`src/design/tcg_map.svh`:
```
// constants for the prescaled compare, gated and capture timer
`ifndef TCG_MAP_SVH
`define TCG_MAP_SVH
// ==========================================================
// reset, restart and wrap values
`define TCG_COUNT_RST   16'h0001
`define TCG_RELOAD_RST  16'hFFFF
`define TCG_CAPT_RST    16'h0000
`define TCG_RESTART_VAL 16'h0001
`define TCG_WRAP_VAL    16'h0000
`define TCG_MAX_VAL     16'hFFFF
// ==========================================================
// byte select codes for the register ports
`define TCG_SEL_COUNT_HI  2'h0
`define TCG_SEL_COUNT_LO  2'h1
`define TCG_SEL_RELOAD_HI 2'h2
`define TCG_SEL_RELOAD_LO 2'h3
// ==========================================================
// interrupt source select codes
`define TCG_IRQ_BOTH   2'h0
`define TCG_IRQ_INPUT  2'h2
`define TCG_IRQ_RELOAD 2'h3
`endif

```
`src/design/tcg_pkg.sv`:
```
// types for the prescaled compare, gated and capture timer
package tcg_pkg;
  // ==========================================================
  // operating modes
  typedef enum logic [1:0] {
    TCG_MODE_COMPARE,
    TCG_MODE_GATED,
    TCG_MODE_CAPCMP,
    TCG_MODE_DUAL_PWM
  } tcg_mode_t;

  // ==========================================================
  // static configuration
  typedef struct packed {
    logic      enable;
    tcg_mode_t mode;
    logic      polarity_edge_select;
    logic [1:0] interrupt_source_select;
    logic [2:0] prescale_sel;
    logic      out_enable;
    logic      init_level;
  } tcg_cfg_t;

  // ==========================================================
  // byte-wide register access
  typedef struct packed {
    logic       wr;
    logic       rd;
    logic [1:0] sel;
    logic [7:0] wdata;
  } tcg_bus_t;
endpackage : tcg_pkg

```
`src/design/tcg_timer.sv`:
```
// 16-bit prescaled timer: compare, gated and capture/compare modes
// Behaviour
// - compare mode counts to reload value, interrupts on match, keeps counting
// - compare mode toggles output pin on each match when output enabled
// - compare mode wraps FFFFh to 0000h and keeps counting
// - counting always comes from the prescaled system clock
// - gated mode counts only while input is at the polarity-selected level
// - gated mode interrupts on input deassertion and on reload
// - gated mode reload: interrupt and count restarts at 0001h
// - gated mode toggles output at each restart when output enabled
// - software start count applies only to the first gated pass
// - interrupt source field selects both, input-only or reload-only events
// - capture/compare waits for first selected edge, no interrupt on it
// - later edges capture count, interrupt, restart at 0001h, set flag
// - compare match without capture: interrupt, restart 0001h, clear flag
// - enabled high-byte read latches low byte for next low read
// - disabled low-byte read returns live low byte
// - count reads never disturb timer operation
// - output toggles every reload
// - input pin unavailable in dual pwm output mode
// - first timer out pin serves general roles, second only in dual pwm
// - count byte write replaces that byte at next edge
// - reload high write held, low write commits both bytes
`timescale 1ns/1ps
`include "tcg_map.svh"
module tcg_timer (
  input  wire logic             clk,
  input  wire logic             resetn,
  input  wire tcg_pkg::tcg_cfg_t cfg,
  input  wire tcg_pkg::tcg_bus_t bus,
  input  wire logic             timer_in,
  output logic [7:0]            rdata,
  output logic                  timer_irq,
  output logic                  capture_event_flag,
  output logic [15:0]           capture_value,
  output logic                  first_timer_out_pin,
  output logic                  first_timer_out_oe,
  output logic                  second_timer_out_pin,
  output logic                  second_timer_out_oe
);
  import tcg_pkg::*;

  // ==========================================================
  // reset release
  logic rst_meta;
  logic rst_n;

  always_ff @(posedge clk or negedge resetn) begin
    if (!resetn) begin
      rst_meta <= 1'b0;
      rst_n    <= 1'b0;
    end else begin
      rst_meta <= 1'b1;
      rst_n    <= rst_meta;
    end
  end

  // ==========================================================
  // decode helpers
  function automatic logic irq_allowed(input logic [1:0] src, input logic is_input);
    logic ok;
    ok = 1'b1;
    if (src == `TCG_IRQ_INPUT) begin
      ok = is_input;
    end else if (src == `TCG_IRQ_RELOAD) begin
      ok = !is_input;
    end
    return ok;
  endfunction : irq_allowed

  function automatic logic is_access(input tcg_bus_t b, input logic [1:0] s);
    return b.sel == s;
  endfunction : is_access

  // ==========================================================
  // state
  typedef enum logic [1:0] {
    ST_IDLE,
    ST_ARM,
    ST_RUN
  } tcg_state_t;

  tcg_state_t state;
  logic [15:0] count;
  logic [15:0] reload;
  logic [7:0]  reload_hold;
  logic [7:0]  low_hold;
  logic        in_prev;
  logic        out_level;
  logic        tick;

  // input is not used as a timer input in dual pwm mode
  logic in_valid;
  logic in_active;
  logic in_edge;
  logic in_deassert;

  always_comb begin
    in_valid    = cfg.mode != TCG_MODE_DUAL_PWM;
    in_active   = in_valid && (timer_in == cfg.polarity_edge_select);
    in_edge     = in_valid && (timer_in != in_prev) && (timer_in == cfg.polarity_edge_select);
    in_deassert = in_valid && (timer_in != in_prev) && (timer_in != cfg.polarity_edge_select);
  end

  // prescaler runs only from clk; the pin never clocks the counter
  tcg_prescaler #(
    .WIDTH (7)
  ) u_prescaler (
    .clk          (clk),
    .rst_n        (rst_n),
    .run          (cfg.enable),
    .prescale_sel (cfg.prescale_sel),
    .tick         (tick)
  );

  always_ff @(posedge clk or negedge rst_n) begin
    if (!rst_n) begin
      in_prev <= 1'b0;
    end else begin
      in_prev <= timer_in;
    end
  end

  // ==========================================================
  // events of this cycle
  logic match;
  logic step;
  logic reload_ev;
  logic capture_ev;
  logic compare_ev;
  logic input_irq_ev;

  always_comb begin
    match        = count == reload;
    step         = 1'b0;
    reload_ev    = 1'b0;
    capture_ev   = 1'b0;
    compare_ev   = 1'b0;
    input_irq_ev = 1'b0;
    if (cfg.enable && state != ST_IDLE) begin
      case (cfg.mode)
        TCG_MODE_COMPARE: begin
          step       = tick;
          compare_ev = tick && match;
        end
        TCG_MODE_GATED: begin
          step         = tick && in_active;
          reload_ev    = step && match;
          input_irq_ev = in_deassert;
        end
        TCG_MODE_CAPCMP: begin
          if (state == ST_RUN) begin
            capture_ev   = in_edge;
            step         = tick && !in_edge;
            reload_ev    = step && match;
            input_irq_ev = in_edge;
          end
        end
        default: begin
          step = 1'b0;
        end
      endcase
    end
  end

  // ==========================================================
  // state machine
  always_ff @(posedge clk or negedge rst_n) begin
    if (!rst_n) begin
      state <= ST_IDLE;
    end else if (!cfg.enable) begin
      state <= ST_IDLE;
    end else begin
      case (state)
        ST_IDLE: begin
          state <= (cfg.mode == TCG_MODE_CAPCMP) ? ST_ARM : ST_RUN;
        end
        ST_ARM: begin
          if (in_edge) begin
            state <= ST_RUN;
          end
        end
        ST_RUN: begin
          state <= ST_RUN;
        end
        default: begin
          state <= ST_IDLE;
        end
      endcase
    end
  end

  // ==========================================================
  // counter; a byte write wins over counting in its cycle
  always_ff @(posedge clk or negedge rst_n) begin
    if (!rst_n) begin
      count <= `TCG_COUNT_RST;
    end else if (bus.wr && is_access(bus, `TCG_SEL_COUNT_HI)) begin
      count[15:8] <= bus.wdata;
    end else if (bus.wr && is_access(bus, `TCG_SEL_COUNT_LO)) begin
      count[7:0] <= bus.wdata;
    end else if (capture_ev || reload_ev) begin
      count <= `TCG_RESTART_VAL;
    end else if (step) begin
      if (count == `TCG_MAX_VAL) begin
        count <= `TCG_WRAP_VAL;
      end else begin
        count <= 16'(count + 16'h0001);
      end
    end
  end

  // ==========================================================
  // reload value with high-byte holding register
  always_ff @(posedge clk or negedge rst_n) begin
    if (!rst_n) begin
      reload_hold <= 8'(`TCG_RELOAD_RST >> 8);
    end else if (bus.wr && is_access(bus, `TCG_SEL_RELOAD_HI)) begin
      reload_hold <= bus.wdata;
    end
  end

  // both bytes land together so the compare never sees half a value
  always_ff @(posedge clk or negedge rst_n) begin
    if (!rst_n) begin
      reload <= `TCG_RELOAD_RST;
    end else if (bus.wr && is_access(bus, `TCG_SEL_RELOAD_LO)) begin
      reload <= {reload_hold, bus.wdata};
    end
  end

  // ==========================================================
  // reads: side effect limited to the low-byte holding register
  always_ff @(posedge clk or negedge rst_n) begin
    if (!rst_n) begin
      low_hold <= 8'h00;
    end else if (bus.rd && cfg.enable && is_access(bus, `TCG_SEL_COUNT_HI)) begin
      low_hold <= count[7:0];
    end
  end

  always_ff @(posedge clk or negedge rst_n) begin
    if (!rst_n) begin
      rdata <= 8'h00;
    end else if (bus.rd) begin
      case (bus.sel)
        `TCG_SEL_COUNT_HI:  rdata <= count[15:8];
        `TCG_SEL_COUNT_LO:  rdata <= cfg.enable ? low_hold : count[7:0];
        `TCG_SEL_RELOAD_HI: rdata <= reload[15:8];
        default:            rdata <= reload[7:0];
      endcase
    end
  end

  // ==========================================================
  // capture value and flag
  always_ff @(posedge clk or negedge rst_n) begin
    if (!rst_n) begin
      capture_value <= `TCG_CAPT_RST;
    end else if (capture_ev) begin
      capture_value <= count;
    end
  end

  // capture wins over a compare restart in the same cycle
  always_ff @(posedge clk or negedge rst_n) begin
    if (!rst_n) begin
      capture_event_flag <= 1'b0;
    end else if (capture_ev) begin
      capture_event_flag <= 1'b1;
    end else if (reload_ev && cfg.mode == TCG_MODE_CAPCMP) begin
      capture_event_flag <= 1'b0;
    end
  end

  // ==========================================================
  // interrupt pulse; compare mode ignores the source field
  logic input_irq_ok;
  logic reload_irq_ok;

  always_comb begin
    input_irq_ok  = input_irq_ev && irq_allowed(cfg.interrupt_source_select, 1'b1);
    reload_irq_ok = reload_ev && irq_allowed(cfg.interrupt_source_select, 1'b0);
  end

  always_ff @(posedge clk or negedge rst_n) begin
    if (!rst_n) begin
      timer_irq <= 1'b0;
    end else begin
      timer_irq <= compare_ev || input_irq_ok || reload_irq_ok;
    end
  end

  // ==========================================================
  // output pin; initial level loaded while disabled
  always_ff @(posedge clk or negedge rst_n) begin
    if (!rst_n) begin
      out_level <= 1'b0;
    end else if (!cfg.enable) begin
      out_level <= cfg.init_level;
    end else if (compare_ev || reload_ev) begin
      out_level <= !out_level;
    end
  end

  // pins lag out_level by one cycle so every output comes from a flop
  always_ff @(posedge clk or negedge rst_n) begin
    if (!rst_n) begin
      first_timer_out_pin <= 1'b0;
    end else begin
      first_timer_out_pin <= out_level;
    end
  end

  always_ff @(posedge clk or negedge rst_n) begin
    if (!rst_n) begin
      first_timer_out_oe <= 1'b0;
    end else begin
      first_timer_out_oe <= cfg.out_enable;
    end
  end

  always_ff @(posedge clk or negedge rst_n) begin
    if (!rst_n) begin
      second_timer_out_pin <= 1'b0;
    end else begin
      second_timer_out_pin <= !out_level;
    end
  end

  // the complement pin is the input pin outside dual pwm mode
  always_ff @(posedge clk or negedge rst_n) begin
    if (!rst_n) begin
      second_timer_out_oe <= 1'b0;
    end else begin
      second_timer_out_oe <= cfg.out_enable && cfg.mode == TCG_MODE_DUAL_PWM;
    end
  end
endmodule : tcg_timer

```
`src/design/tcg_prescaler.sv`:
```
// prescaler producing a one-cycle count enable pulse
`timescale 1ns/1ps
module tcg_prescaler #(
  parameter int WIDTH = 7
) (
  input  wire logic       clk,
  input  wire logic       rst_n,
  input  wire logic       run,
  input  wire logic [2:0] prescale_sel,
  output logic            tick
);
  // ==========================================================
  // divider: divides by 2**prescale_sel
  logic [WIDTH-1:0] div_cnt;
  logic [WIDTH-1:0] div_mask;

  always_comb begin
    div_mask = WIDTH'((8'h01 << prescale_sel) - 8'h01);
  end

  always_ff @(posedge clk or negedge rst_n) begin
    if (!rst_n) begin
      div_cnt <= '0;
    end else if (!run) begin
      div_cnt <= '0;
    end else begin
      div_cnt <= WIDTH'(div_cnt + 1'b1) & div_mask;
    end
  end

  always_ff @(posedge clk or negedge rst_n) begin
    if (!rst_n) begin
      tick <= 1'b0;
    end else begin
      tick <= run && ((div_cnt & div_mask) == div_mask);
    end
  end
endmodule : tcg_prescaler

```
`config.mk`:
```
export PLATFORM = sky130hd
export DESIGN_NAME = tcg_timer
export DESIGN_NICKNAME = d
export VERILOG_FILES = /design/src/design/tcg_pkg.sv /design/src/design/tcg_timer.sv /design/src/design/tcg_prescaler.sv
export VERILOG_INCLUDE_DIRS = /design/src /design/src/design
export SDC_FILE = /design/constraint.sdc
export NUM_CORES = 1
export LEC_CHECK = 0
export BUFFER_PORTS_ARGS = -buffer_cell sky130_fd_sc_hd__buf_2
export CORE_MARGIN = 5
export CORE_UTILIZATION = 50
export CTS_CLUSTER_SIZE = 28
export DETAILED_ROUTE_END_ITERATION = 8
export MAX_ROUTING_LAYER = met4
export PLACE_DENSITY = 0.7
export RECOVER_POWER = 100
export SLEW_MARGIN = 30
export SYNTH_ARGS = -nofsm -noshare
export SYNTH_HDL_FRONTEND = slang
export SYNTH_SLANG_ARGS = --single-unit
```
`constraint.sdc`:
```
create_clock -name clk -period 8.4 [get_ports clk]
set_clock_uncertainty 0.05 [all_clocks]
set_input_delay 0.42 -clock clk [delete_from_list [all_inputs] [get_ports clk]]
set_output_delay 0.42 -clock clk [all_outputs]
set_load 0.005 [all_outputs]
```
==> results.sh, run 1 <==
export IMPL_grt_ovfl_total=0
export IMPL_drive_gt1_share_pct=33.12
export IMPL_die_w_um=108.8
export IMPL_max_slew_margin_pct=-148.3
export IMPL_power_frac_seq_pct=51.6
export IMPL_rrSetupSlack_ps=4030
export IMPL_antenna_cells=0
export IMPL_cts_sinks=92
export IMPL_power_switching_w=0.0003451
export IMPL_grt_max_degree=71
export IMPL_critical_path_cell_chain="clkbuf_1"
export IMPL_n_fill_cell=871
export IMPL_fin_nets=502
export IMPL_portBuffers=55
export IMPL_worstPathMaxFanout=70
export IMPL_hpwl_um=8163
export IMPL_rows=36
export IMPL_crit_arrival_ps=3940
export IMPL_pwr_share_clk_pct=29.1
export IMPL_fin_area_mm2=0.005400
export IMPL_route_detailed_drc=0
export IMPL_outcome="finished, violations left"
export IMPL_syn_avg_cell_area_um2=11.63
export IMPL_critical_path_class="reg2async"
export IMPL_clockBufferDepth=2
export IMPL_gp_congestion=0.9660
export IMPL_p_per_area_mw_per_mm2=224.6
export IMPL_cts_max_level=3
export IMPL_violations="max-capacitance violations, max-slew violations"
export IMPL_regArea_mm2=0.002333
export IMPL_cts_resized_gates=0
export IMPL_synth_top_area_share_pct=34.33
export IMPL_ys_ff_latch=92
export IMPL_multiInputGateArea_mm2=0.002330
export IMPL_yosys_warnings=0
export IMPL_critPathLaunchType="flop"
export IMPL_initial_core_util_pct=50.66
export IMPL_netlist_area_mm2=0.004883
export IMPL_maxCapViolCount=2
export IMPL_clkTransAtPathRegs_ps=90
export IMPL_tns_ps=0
export IMPL_cp_slowest_cell="clkbuf_1"
export IMPL_setup_viol=0
export IMPL_synth_seq_area_share_pct=47.78
export IMPL_syn_num_nets=456
export IMPL_dr_pass1_iters=4
export IMPL_report_final_slew_viol_count=85
export IMPL_ys_top_cells_by_count="67 x dfrtp_1, 61 x mux2_2, 25 x dfstp_2, 24 x nor2_1, 23 x nand2_1"
export IMPL_clk_latency_ps=360
export IMPL_cts_buffers=9
export IMPL_antenna_found_initial=0
export IMPL_post_cts_setup_buffer_count=0
export IMPL_post_route_min_period_ps=4371
export IMPL_fp_dieH_um=108.8
export IMPL_grt_pass1_vias=3442
export IMPL_max_freq_ghz=0.2288
export IMPL_end_kind="async pin"
export IMPL_ir_worst_vdd_mv=0.1160
export IMPL_hold_slack_ps=126.8
export IMPL_synth_cell_types=63
export IMPL_hold_viol_final=0
export IMPL_globalRouteTotalUtil_pct=20.47
export IMPL_io_pins=56
export IMPL_grt_pass1_wl_um=18060
export IMPL_dieArea_mm2=0.01184
export IMPL_via_per_inst=5.677
export IMPL_p_leak_nw=2.311
export IMPL_path_buf_inv=1
export IMPL_synth_most_common_cell="dfrtp_1"
export IMPL_place_area_mm2=0.005229
export IMPL_worst_pin_slew_ps=3724
export IMPL_cts_tree="built"
export IMPL_clock_root_buffer="clkbuf_8"
export IMPL_core_mm2=0.009639
export IMPL_async_flop_share_pct=100.0
export IMPL_worst_path_dominant_cell_family="buffers and inverters"
export IMPL_hp_class="in2reg"
export IMPL_rsz0062_at_grt="false"
export IMPL_synth_edff_count=0
export IMPL_ant_nets=0
export IMPL_critical_path_max_stage_delay_ps=2660
export IMPL_synth_largest_area_cell="dfrtp_1"
export IMPL_p_sw_share_pct=28.46
export IMPL_required_ps=7970
export IMPL_routedWlPerCell_um=18.24
export IMPL_vias=3429
export IMPL_area_growth_pct=10.58
export IMPL_drtIter0Drc=186
export IMPL_period_share_pct=52.04
export IMPL_netlist_instances=420
export IMPL_synth_area_leaders="dfrtp_1 34%, mux2_2 14%, dfstp_2 13%"
export IMPL_internal_power_w=0.0008677
export IMPL_drt_wl_total_um=11020
export IMPL_power_share_combinational_pct=19.2
export IMPL_synth_ff_type="dfrtp_1"
## cell families after synthesis
| family | after synthesis | synth area share (%) |
|---|---|---|
| buffers and inverters | 40 | 3.792 |
| and+or+nand+nor | 116 | 13.27 |
| adders and majority gates | 10 | 2.562 |
| xor gates and xnor gates | 21 | 3.766 |
| other | 1 | 0.07679 |
| muxes | 70 | 17.96 |
| DFF | 92 | 47.78 |
| AOI/OAI and AO/OA | 70 | 10.79 |
## final timing paths
check,startpoint,to,cells past startpoint
max,rst_n,in_prev,1
min,cfg[1],first_timer_out_oe,1
max reg2reg,rst_n,in_prev,1
min reg2reg,rst_n,capture_value[4],0
max in group clk,cfg[10],count[1],6
min in group asynchronous,rst_n,capture_value[4],0
## repair_timing
action / 4_1_cts / 5_1_grt
hold buffers: 1 / 0
setup endpoints to repair: 0 / 0
hold endpoints to repair: 2 / 0
## flip-flops by register name (all words and copies together), names as in the netlist, 2 cells and up
name,cells
capture_value,16
reload_hold,8
reload,16
u_prescaler.div_cnt,7
low_hold,8
rdata,8
count,16
state,2
## per-layer routing
metal | share of wire, % | routed length, µm | global-route usage [%]
met5 | 0 | 0 | -
met1 | 45 | 4927 | 28.38
met4 | 2.3 | 248 | 8.566
met3 | 5.4 | 593 | 2.724
met2 | 48 | 5246 | 30.45
## per-stage QoR
step | setup WS (ps) | total power, W | utilization, % | cells
finish | 4029 | 0.001213 | 56.02 | 604
global route | 3056 | 0.001275 | 56.02 | 604
CTS | 5774 | 0.001228 | 56.81 | 604
detailed placement | 5528 | 0.0008733 | 54.24 | 587
global placement | 5625 | 0.0008614 | 54.24 | 587
floorplan | 5641 | 0.0007825 | - | 420
## area by class of cell
class                           instances  share of cell area, %
Sequential cell                        92                  43.21
Multi-Input combinational cell        288                  43.14
Timing Repair Buffer                   59                  5.051
Tap cell                              133                  3.082
Clock buffer                            9                  2.294
Clock inverter                          7                  2.108
Inverter                               16                  1.112
## cells in the final DEF, fill, tap and decap left out, drive strengths merged, types with 3 or more instances in the layout
master / netlist / final
xnor2: 14 / 14
inv: 16 / 17
nor2: 24 / 24
nand2b: 3 / 3
nand4: 6 / 6
clkinv: 0 / 3
and3: 5 / 5
dfrtp: 67 / 67
buf: 14 / 36
nor2b: 8 / 8
xor2: 7 / 7
o22ai: 7 / 7
o21ai: 18 / 18
nor3b: 7 / 7
mux4: 8 / 8
nand3: 15 / 15
o2bb2ai: 5 / 5
dfstp: 25 / 25
ha: 10 / 10
nor3: 8 / 8
a22oi: 4 / 4
nand2: 23 / 23
clkbuf: 10 / 31
a31oi: 4 / 4
and2: 3 / 3
bufinv: 0 / 3
nor4b: 3 / 3
mux2: 61 / 61
a21oi: 8 / 8
a32oi: 7 / 7
## power by group through the flow
stage / registers, W / clock network, W / logic, W
finish: 0.000626 / 0.000354 / 0.000233
global route: 0.000639 / 0.000377 / 0.000259
CTS: 0.000625 / 0.000362 / 0.000241
detailed placement: 0.000634 / 0 / 0.000239
global placement: 0.000629 / 0 / 0.000233
floorplan: 0.000601 / 0 / 0.000182
Power figures use the tool's default switching activity.
==> run 2, diff against run 1 <==
==> constraint.sdc (replaced) <==
create_clock -name clk -period 4.5 [get_ports clk]
set_clock_uncertainty 0.05 [all_clocks]
set_input_delay 0.225 -clock clk [delete_from_list [all_inputs] [get_ports clk]]
set_output_delay 0.225 -clock clk [all_outputs]
set_load 0.005 [all_outputs]
==> run 2 against run 1 <==
The run still ends with max-capacitance violations, max-slew violations left. Routed wire length increased by 2.1%. Final area fell by 0.49%. Cell count rose by 0.33%. Largest power group unchanged.
==> results.sh, run 2 (synthesis results as in run 1) <==
export IMPL_outcome="finished, violations left"
export IMPL_violations="max-capacitance violations, max-slew violations"
export IMPL_critical_path_max_stage_delay_ps=920
export IMPL_grt_ovfl_total=0
export IMPL_end_kind="flop"
export IMPL_max_slew_margin_pct=-68.93
export IMPL_multiInputGateArea_mm2=0.002341
export IMPL_cts_max_level=3
export IMPL_globalRouteTotalUtil_pct=21.00
export IMPL_hp_class="in2reg"
export IMPL_grt_pass1_vias=3566
export IMPL_io_pins=56
export IMPL_grt_pass1_wl_um=18570
export IMPL_hold_viol_final=0
export IMPL_cts_buffers=9
export IMPL_p_leak_nw=2.285
export IMPL_mostFrequentLayoutCell="dfrtp_1"
export IMPL_cts_tree="built"
export IMPL_via_per_inst=5.756
export IMPL_rows=36
export IMPL_hpwl_um=8161
export IMPL_reg_top3="capture_value (16), count (16), reload (16)"
export IMPL_max_freq_ghz=0.2993
export IMPL_dr_pass1_iters=5
export IMPL_required_ps=4660
export IMPL_report_final_slew_viol_count=66
export IMPL_dieArea_mm2=0.01184
export IMPL_initial_core_util_pct=50.66
export IMPL_area_growth_pct=10.04
export IMPL_grt_max_degree=66
export IMPL_drive_gt1_share_pct=33.19
export IMPL_clkTransAtPathRegs_ps=90
export IMPL_crit_arrival_ps=3500
export IMPL_critical_path_cell_chain="inv_1 -> ha_1 -> nor3b_1 -> nor2b_2 -> clkbuf_1 -> nand2b_1 -> o31ai_1 -> a31oi_1 -> o22ai_1"
export IMPL_die_w_um=108.8
export IMPL_route_detailed_drc=0
export IMPL_post_route_min_period_ps=3341
export IMPL_power_w=0.002113
export IMPL_cts_resized_gates=0
export IMPL_p_per_area_mw_per_mm2=393.2
export IMPL_n_fill_cell=847
export IMPL_ir_worst_vdd_mv=0.1916
export IMPL_vias=3488
export IMPL_antenna_found_initial=0
export IMPL_hold_slack_ps=99.85
export IMPL_critPathLaunchType="flop"
export IMPL_regArea_mm2=0.002333
export IMPL_path_buf_inv=2
export IMPL_critical_path_class="reg2reg"
export IMPL_gp_congestion=0.9346
export IMPL_core_mm2=0.009639
export IMPL_clock_root_buffer="clkbuf_8"
export IMPL_fin_nets=504
export IMPL_routedWlPerCell_um=18.56
export IMPL_drtIter0Drc=279
export IMPL_clockBufferDepth=2
export IMPL_setup_viol=0
export IMPL_worstPathMaxFanout=21
export IMPL_rsz0062_at_grt="false"
export IMPL_tns_ps=0
export IMPL_drt_wl_total_um=11250
export IMPL_worst_path_dominant_cell_family="buffers and inverters"
export IMPL_portBuffers=55
export IMPL_maxCapViolCount=1
export IMPL_cts_sinks=92
export IMPL_mostFrequentLayoutCells="67 x dfrtp_1, 60 x mux2_2, 36 x buf_2"
export IMPL_fp_dieH_um=108.8
export IMPL_period_share_pct=74.25
export IMPL_antenna_cells=0
export IMPL_worst_pin_slew_ps=2534
export IMPL_rrSetupSlack_ps=1160
export IMPL_ant_nets=0
export IMPL_cp_slowest_cell="clkbuf_1"
export IMPL_clk_latency_ps=350
-- run 2: changes by cell type in the layout (fill, tap and decap cells not counted), sizes merged --
cell / change
bufinv: -3
buf: +1
dlygate4sd3: +2
clkbuf: +1
clkinvlp: +1
-- run 2: worst reg2reg max path: stages (launching register included) --
cell and delay [ps]:
dfrtp_1 390, inv_1 90, ha_1 240, nor3b_1 360
nor2b_2 210, clkbuf_1 920, nand2b_1 360, o31ai_1 260
a31oi_1 230, o22ai_1 100
-- run 2: routing by layer --
metal / vias to the layer above / global-route usage [%] / share of wire, %
met2: 113 / 32.35 / 48
met5: - / - / 0
met4: 0 / 6.943 / 2.0
met3: 17 / 4.322 / 5.7
li1: 1624 / - / -
met1: 1734 / 27.96 / 44
-- run 2: timing repair --
item	in CTS	in global routing
hold buffers	3	0
endpoints found under the hold margin	4	0
setup buffers	0	0
-- run 2: power breakdown --
| part | leakage (nW) | internal (W) | switching (W) |
|---|---|---|---|
| Sequential | 1.13 | 0.00101 | 0.000168 |
| Clock | 0.0897 | 0.000217 | 0.000291 |
| Combinational | 1.06 | 0.000242 | 0.000186 |
-- run 2: per-stage QoR --
stage / cell area [µm²] / setup slack, ps / util, % / cells
finish: 5374 / 1159 / 55.75 / 606
global route: 5374 / 841.7 / 55.75 / 606
CTS: 5435 / 1914 / 56.39 / 606
detailed placement: 5229 / 1860 / 54.24 / 587
global placement: 5229 / 1928 / 54.24 / 587
floorplan: 4883 / 1741 / - / 420
-- run 2: cell type report --
| cell class | count | area share (%) |
|---|---|---|
| multi-input cells | 288 | 43.56 |
| flip-flops and latches | 92 | 43.42 |
| repair buffers | 61 | 5.518 |
| well taps | 133 | 3.097 |
| clock buffers | 11 | 2.631 |
| inverters | 16 | 1.118 |
| clock inverters | 5 | 0.6519 |
-- run 2: worst paths after layout --
| path | end | cells after the start | startpoint |
|---|---|---|---|
| worst min-delay path | u_prescaler.tick | 2 | cfg[3] |
| worst min register to register | rst_n | 0 | rst_meta |
| min in group asynchronous | rst_n | 2 | resetn |
| worst max-delay path | count[10] | 9 | state[0] |
| max in group asynchronous | reload[7] | 1 | rst_n |
| worst max register to register | count[10] | 9 | state[0] |
==> run 3, diff against run 2 <==
--- a/config.mk
+++ b/config.mk
@@ -6,6 +6,7 @@
 export SDC_FILE = /design/constraint.sdc
 export NUM_CORES = 1
 export LEC_CHECK = 0
+export ABC_AREA = 1
 export BUFFER_PORTS_ARGS = -buffer_cell sky130_fd_sc_hd__buf_2
 export CORE_MARGIN = 5
 export CORE_UTILIZATION = 50
==> constraint.sdc (replaced) <==
create_clock -name clk -period 3.3 [get_ports clk]
set_clock_uncertainty 0.05 [all_clocks]
set_input_delay 0.165 -clock clk [delete_from_list [all_inputs] [get_ports clk]]
set_output_delay 0.165 -clock clk [all_outputs]
set_load 0.005 [all_outputs]
==> run 3 against run 2 <==
The run now ends clean. Via count up 33%. Synthesized cell count up 63%. Combinational power up 100%. Non-clock buffer count up 5. Largest cell class unchanged. Worst hold slack worse by 85 ps. Final area up 8.8%. Total power up 49%.
==> results.sh, run 3 <==
export IMPL_synthMuxAreaShare_pct=1.927
export IMPL_rows=37
export IMPL_cts_max_level=3
export IMPL_maxCapViolCount=0
export IMPL_yosys_warnings=0
export IMPL_synth_xor_area_share_pct=3.473
export IMPL_drt_wl_total_um=14010
export IMPL_ff2ff_path_depth=10
export IMPL_synth_adder_area_share_pct=2.379
export IMPL_fin_nets=775
export IMPL_cts_resized_gates=0
export IMPL_ys_ff_latch=92
export IMPL_p_per_area_mw_per_mm2=537.7
export IMPL_gp_congestion=0.9639
export IMPL_ir_worst_vdd_mv=0.3335
export IMPL_syn_num_nets=720
export IMPL_rsz0062_at_grt="false"
export IMPL_internal_power_w=0.001967
export IMPL_drtIter0Drc=484
export IMPL_p_leak_nw=2.929
export IMPL_cts_tree="built"
export IMPL_post_cts_setup_buffer_count=0
export IMPL_cp_endpoint="count[15]"
export IMPL_clkTransAtPathRegs_ps=90
export IMPL_synth_area_leaders="dfrtp_1 32%, nand2_1 16%, dfstp_2 12%"
export IMPL_synth_largest_area_cell="dfrtp_1"
export IMPL_hold_buffers=5
export IMPL_ant_nets=0
export IMPL_power_switching_w=0.001176
export IMPL_period_share_pct=75.97
export IMPL_required_ps=3520
export IMPL_max_freq_ghz=0.3989
export IMPL_mostFrequentLayoutCell="nand2_1"
export IMPL_core_mm2=0.01028
export IMPL_power_frac_seq_pct=50.9
export IMPL_critPathLaunchType="input port"
export IMPL_cts_sinks=92
export IMPL_grt_ovfl_total=0
export IMPL_routedWlPerCell_um=15.94
export IMPL_cts_buffers=9
export IMPL_ys_top_cells_by_count="218 x nand2_1, 67 x dfrtp_1, 59 x inv_1, 56 x nor2_1, 55 x o21ai_0"
export IMPL_die_w_um=112.6
export IMPL_hpwl_um=10650
export IMPL_clock_root_buffer="clkbuf_8"
export IMPL_placed_cells=858
export IMPL_grt_max_degree=51
export IMPL_rrSetupSlack_ps=1110
export IMPL_netlist_instances=684
export IMPL_synth_cell_types=41
export IMPL_fp_dieH_um=112.6
export IMPL_outcome="completed"
export IMPL_portBuffers=55
export IMPL_route_detailed_drc=0
export IMPL_netlist_area_mm2=0.005260
export IMPL_mostFrequentLayoutCells="219 x nand2_1, 67 x dfrtp_1, 62 x inv_1"
export IMPL_max_slew_margin_pct=10.58
export IMPL_synth_top_family_by_area="simple AND/OR/NAND/NOR gates"
export IMPL_grt_pass1_wl_um=22670
export IMPL_async_flop_share_pct=100.0
export IMPL_setup_viol=0
export IMPL_tns_ps=0
export IMPL_r2r_start="state[0]"
export IMPL_reg_top3="capture_value (16), count (16), reload (16)"
export IMPL_via_per_inst=5.292
export IMPL_grt_pass1_vias=4261
export IMPL_dieArea_mm2=0.01267
export IMPL_hp_class="in2reg"
export IMPL_cp_startpoint="cfg[10]"
export IMPL_report_final_slew_viol_count=0
export IMPL_synth_edff_count=0
export IMPL_synth_compound_gate_area_share_pct=10.44
export IMPL_crit_arrival_ps=2720
export IMPL_clk_latency_ps=370
export IMPL_antenna_found_initial=0
export IMPL_post_route_min_period_ps=2507
export IMPL_synth_most_common_cell="nand2_1"
export IMPL_p_sw_share_pct=37.42
export IMPL_critical_path_class="in2reg"
export IMPL_synth_top_area_share_pct=31.87
export IMPL_synth_ff_type="dfrtp_1"
export IMPL_initial_core_util_pct=51.18
export IMPL_fin_area_mm2=0.005846
export IMPL_drive_gt1_share_pct=17.77
export IMPL_hold_slack_ps=15.09
export IMPL_io_pins=56
export IMPL_worst_pin_slew_ps=1341
export IMPL_pwr_share_clk_pct=21.5
export IMPL_place_area_mm2=0.005660
export IMPL_area_growth_pct=11.13
export IMPL_vias=4652
export IMPL_min_from="bus[2]"
export IMPL_worstPathMaxFanout=18
export IMPL_dr_pass1_iters=5
export IMPL_end_kind="flop"
export IMPL_r2r_end="count[15]"
export IMPL_antenna_cells=0
export IMPL_yosys_area_share_simple_pct=29.76
export IMPL_power_share_combinational_pct=27.6
export IMPL_stdcell_count=879
export IMPL_clockBufferDepth=2
export IMPL_synth_seq_area_share_pct=44.36
export IMPL_syn_avg_cell_area_um2=7.690
export IMPL_globalRouteTotalUtil_pct=23.30
export IMPL_hold_viol_final=0
==> run 3: per-layer routing <==
layer	vias up	GRT usage [%]	part of all wire (%)
li1	2287	-	-
met1	2181	33.94	47
met2	158	31.75	43
met3	26	5.714	7.7
met4	0	7.452	2.5
met5	-	-	0
==> run 3: worst min-delay path by stage <==
stage | to | slack [ps] | cells past startpoint
4_1_cts | u_prescaler.div_cnt[3] | 5 | 3
5_1_grt | reload_hold[2] | 8 | 3
3_3_place_gp | rst_meta | -100 | 1
3_5_place_dp | rst_meta | -100 | 1
2_1_floorplan | rst_meta | -180 | 0
6_report | reload[2] | 20 | 3
==> run 3: cells by family after synthesis <==
group / count (synthesis)
compound gates: 94
xor+xnor: 20
fa+ha+maj: 10
buf+inv: 100
flops: 92
mux: 9
other cells: 1
simple gates: 358
==> run 3: metrics by stage <==
step                setup WS [ps]  total power [W]  utilization (%)
floorplan                   541.4         0.002162                -
global placement             1043         0.002453            54.81
detailed placement           1026         0.002476            55.08
CTS                          1180         0.003164            57.15
global route                494.3         0.003353            56.88
finish                      793.1         0.003143            56.88
==> run 3: power groups by stage <==
stage | clock (W) | combinational [W] | sequential, W
2_1_floorplan | 0 | 0.000642 | 0.00152
3_3_place_gp | 0 | 0.000834 | 0.00162
3_5_place_dp | 0 | 0.000860 | 0.00162
4_1_cts | 0.000698 | 0.000872 | 0.00159
5_1_grt | 0.000746 | 0.000987 | 0.00162
6_report | 0.000677 | 0.000868 | 0.00160
==> run 3: worst max-delay path, stage by stage <==
cell and delay (ps):
clkbuf_1 610, inv_1 540, nor2_1 380, nand3_2 410, inv_2 150, nor2_2 80, nand2_4 130, nand2_4 90
nand2_1 80, nand2_1 60
==> run 3: cell type report <==
cell class	instances	area (µm²)
repair buffers	66	366.6
inverters	78	292.8
well taps	136	170.2
clock buffers	10	127.6
fillers	1012	4432
flip-flops and latches	92	2333
clock inverters	5	35.03
multi-input cells	492	2520
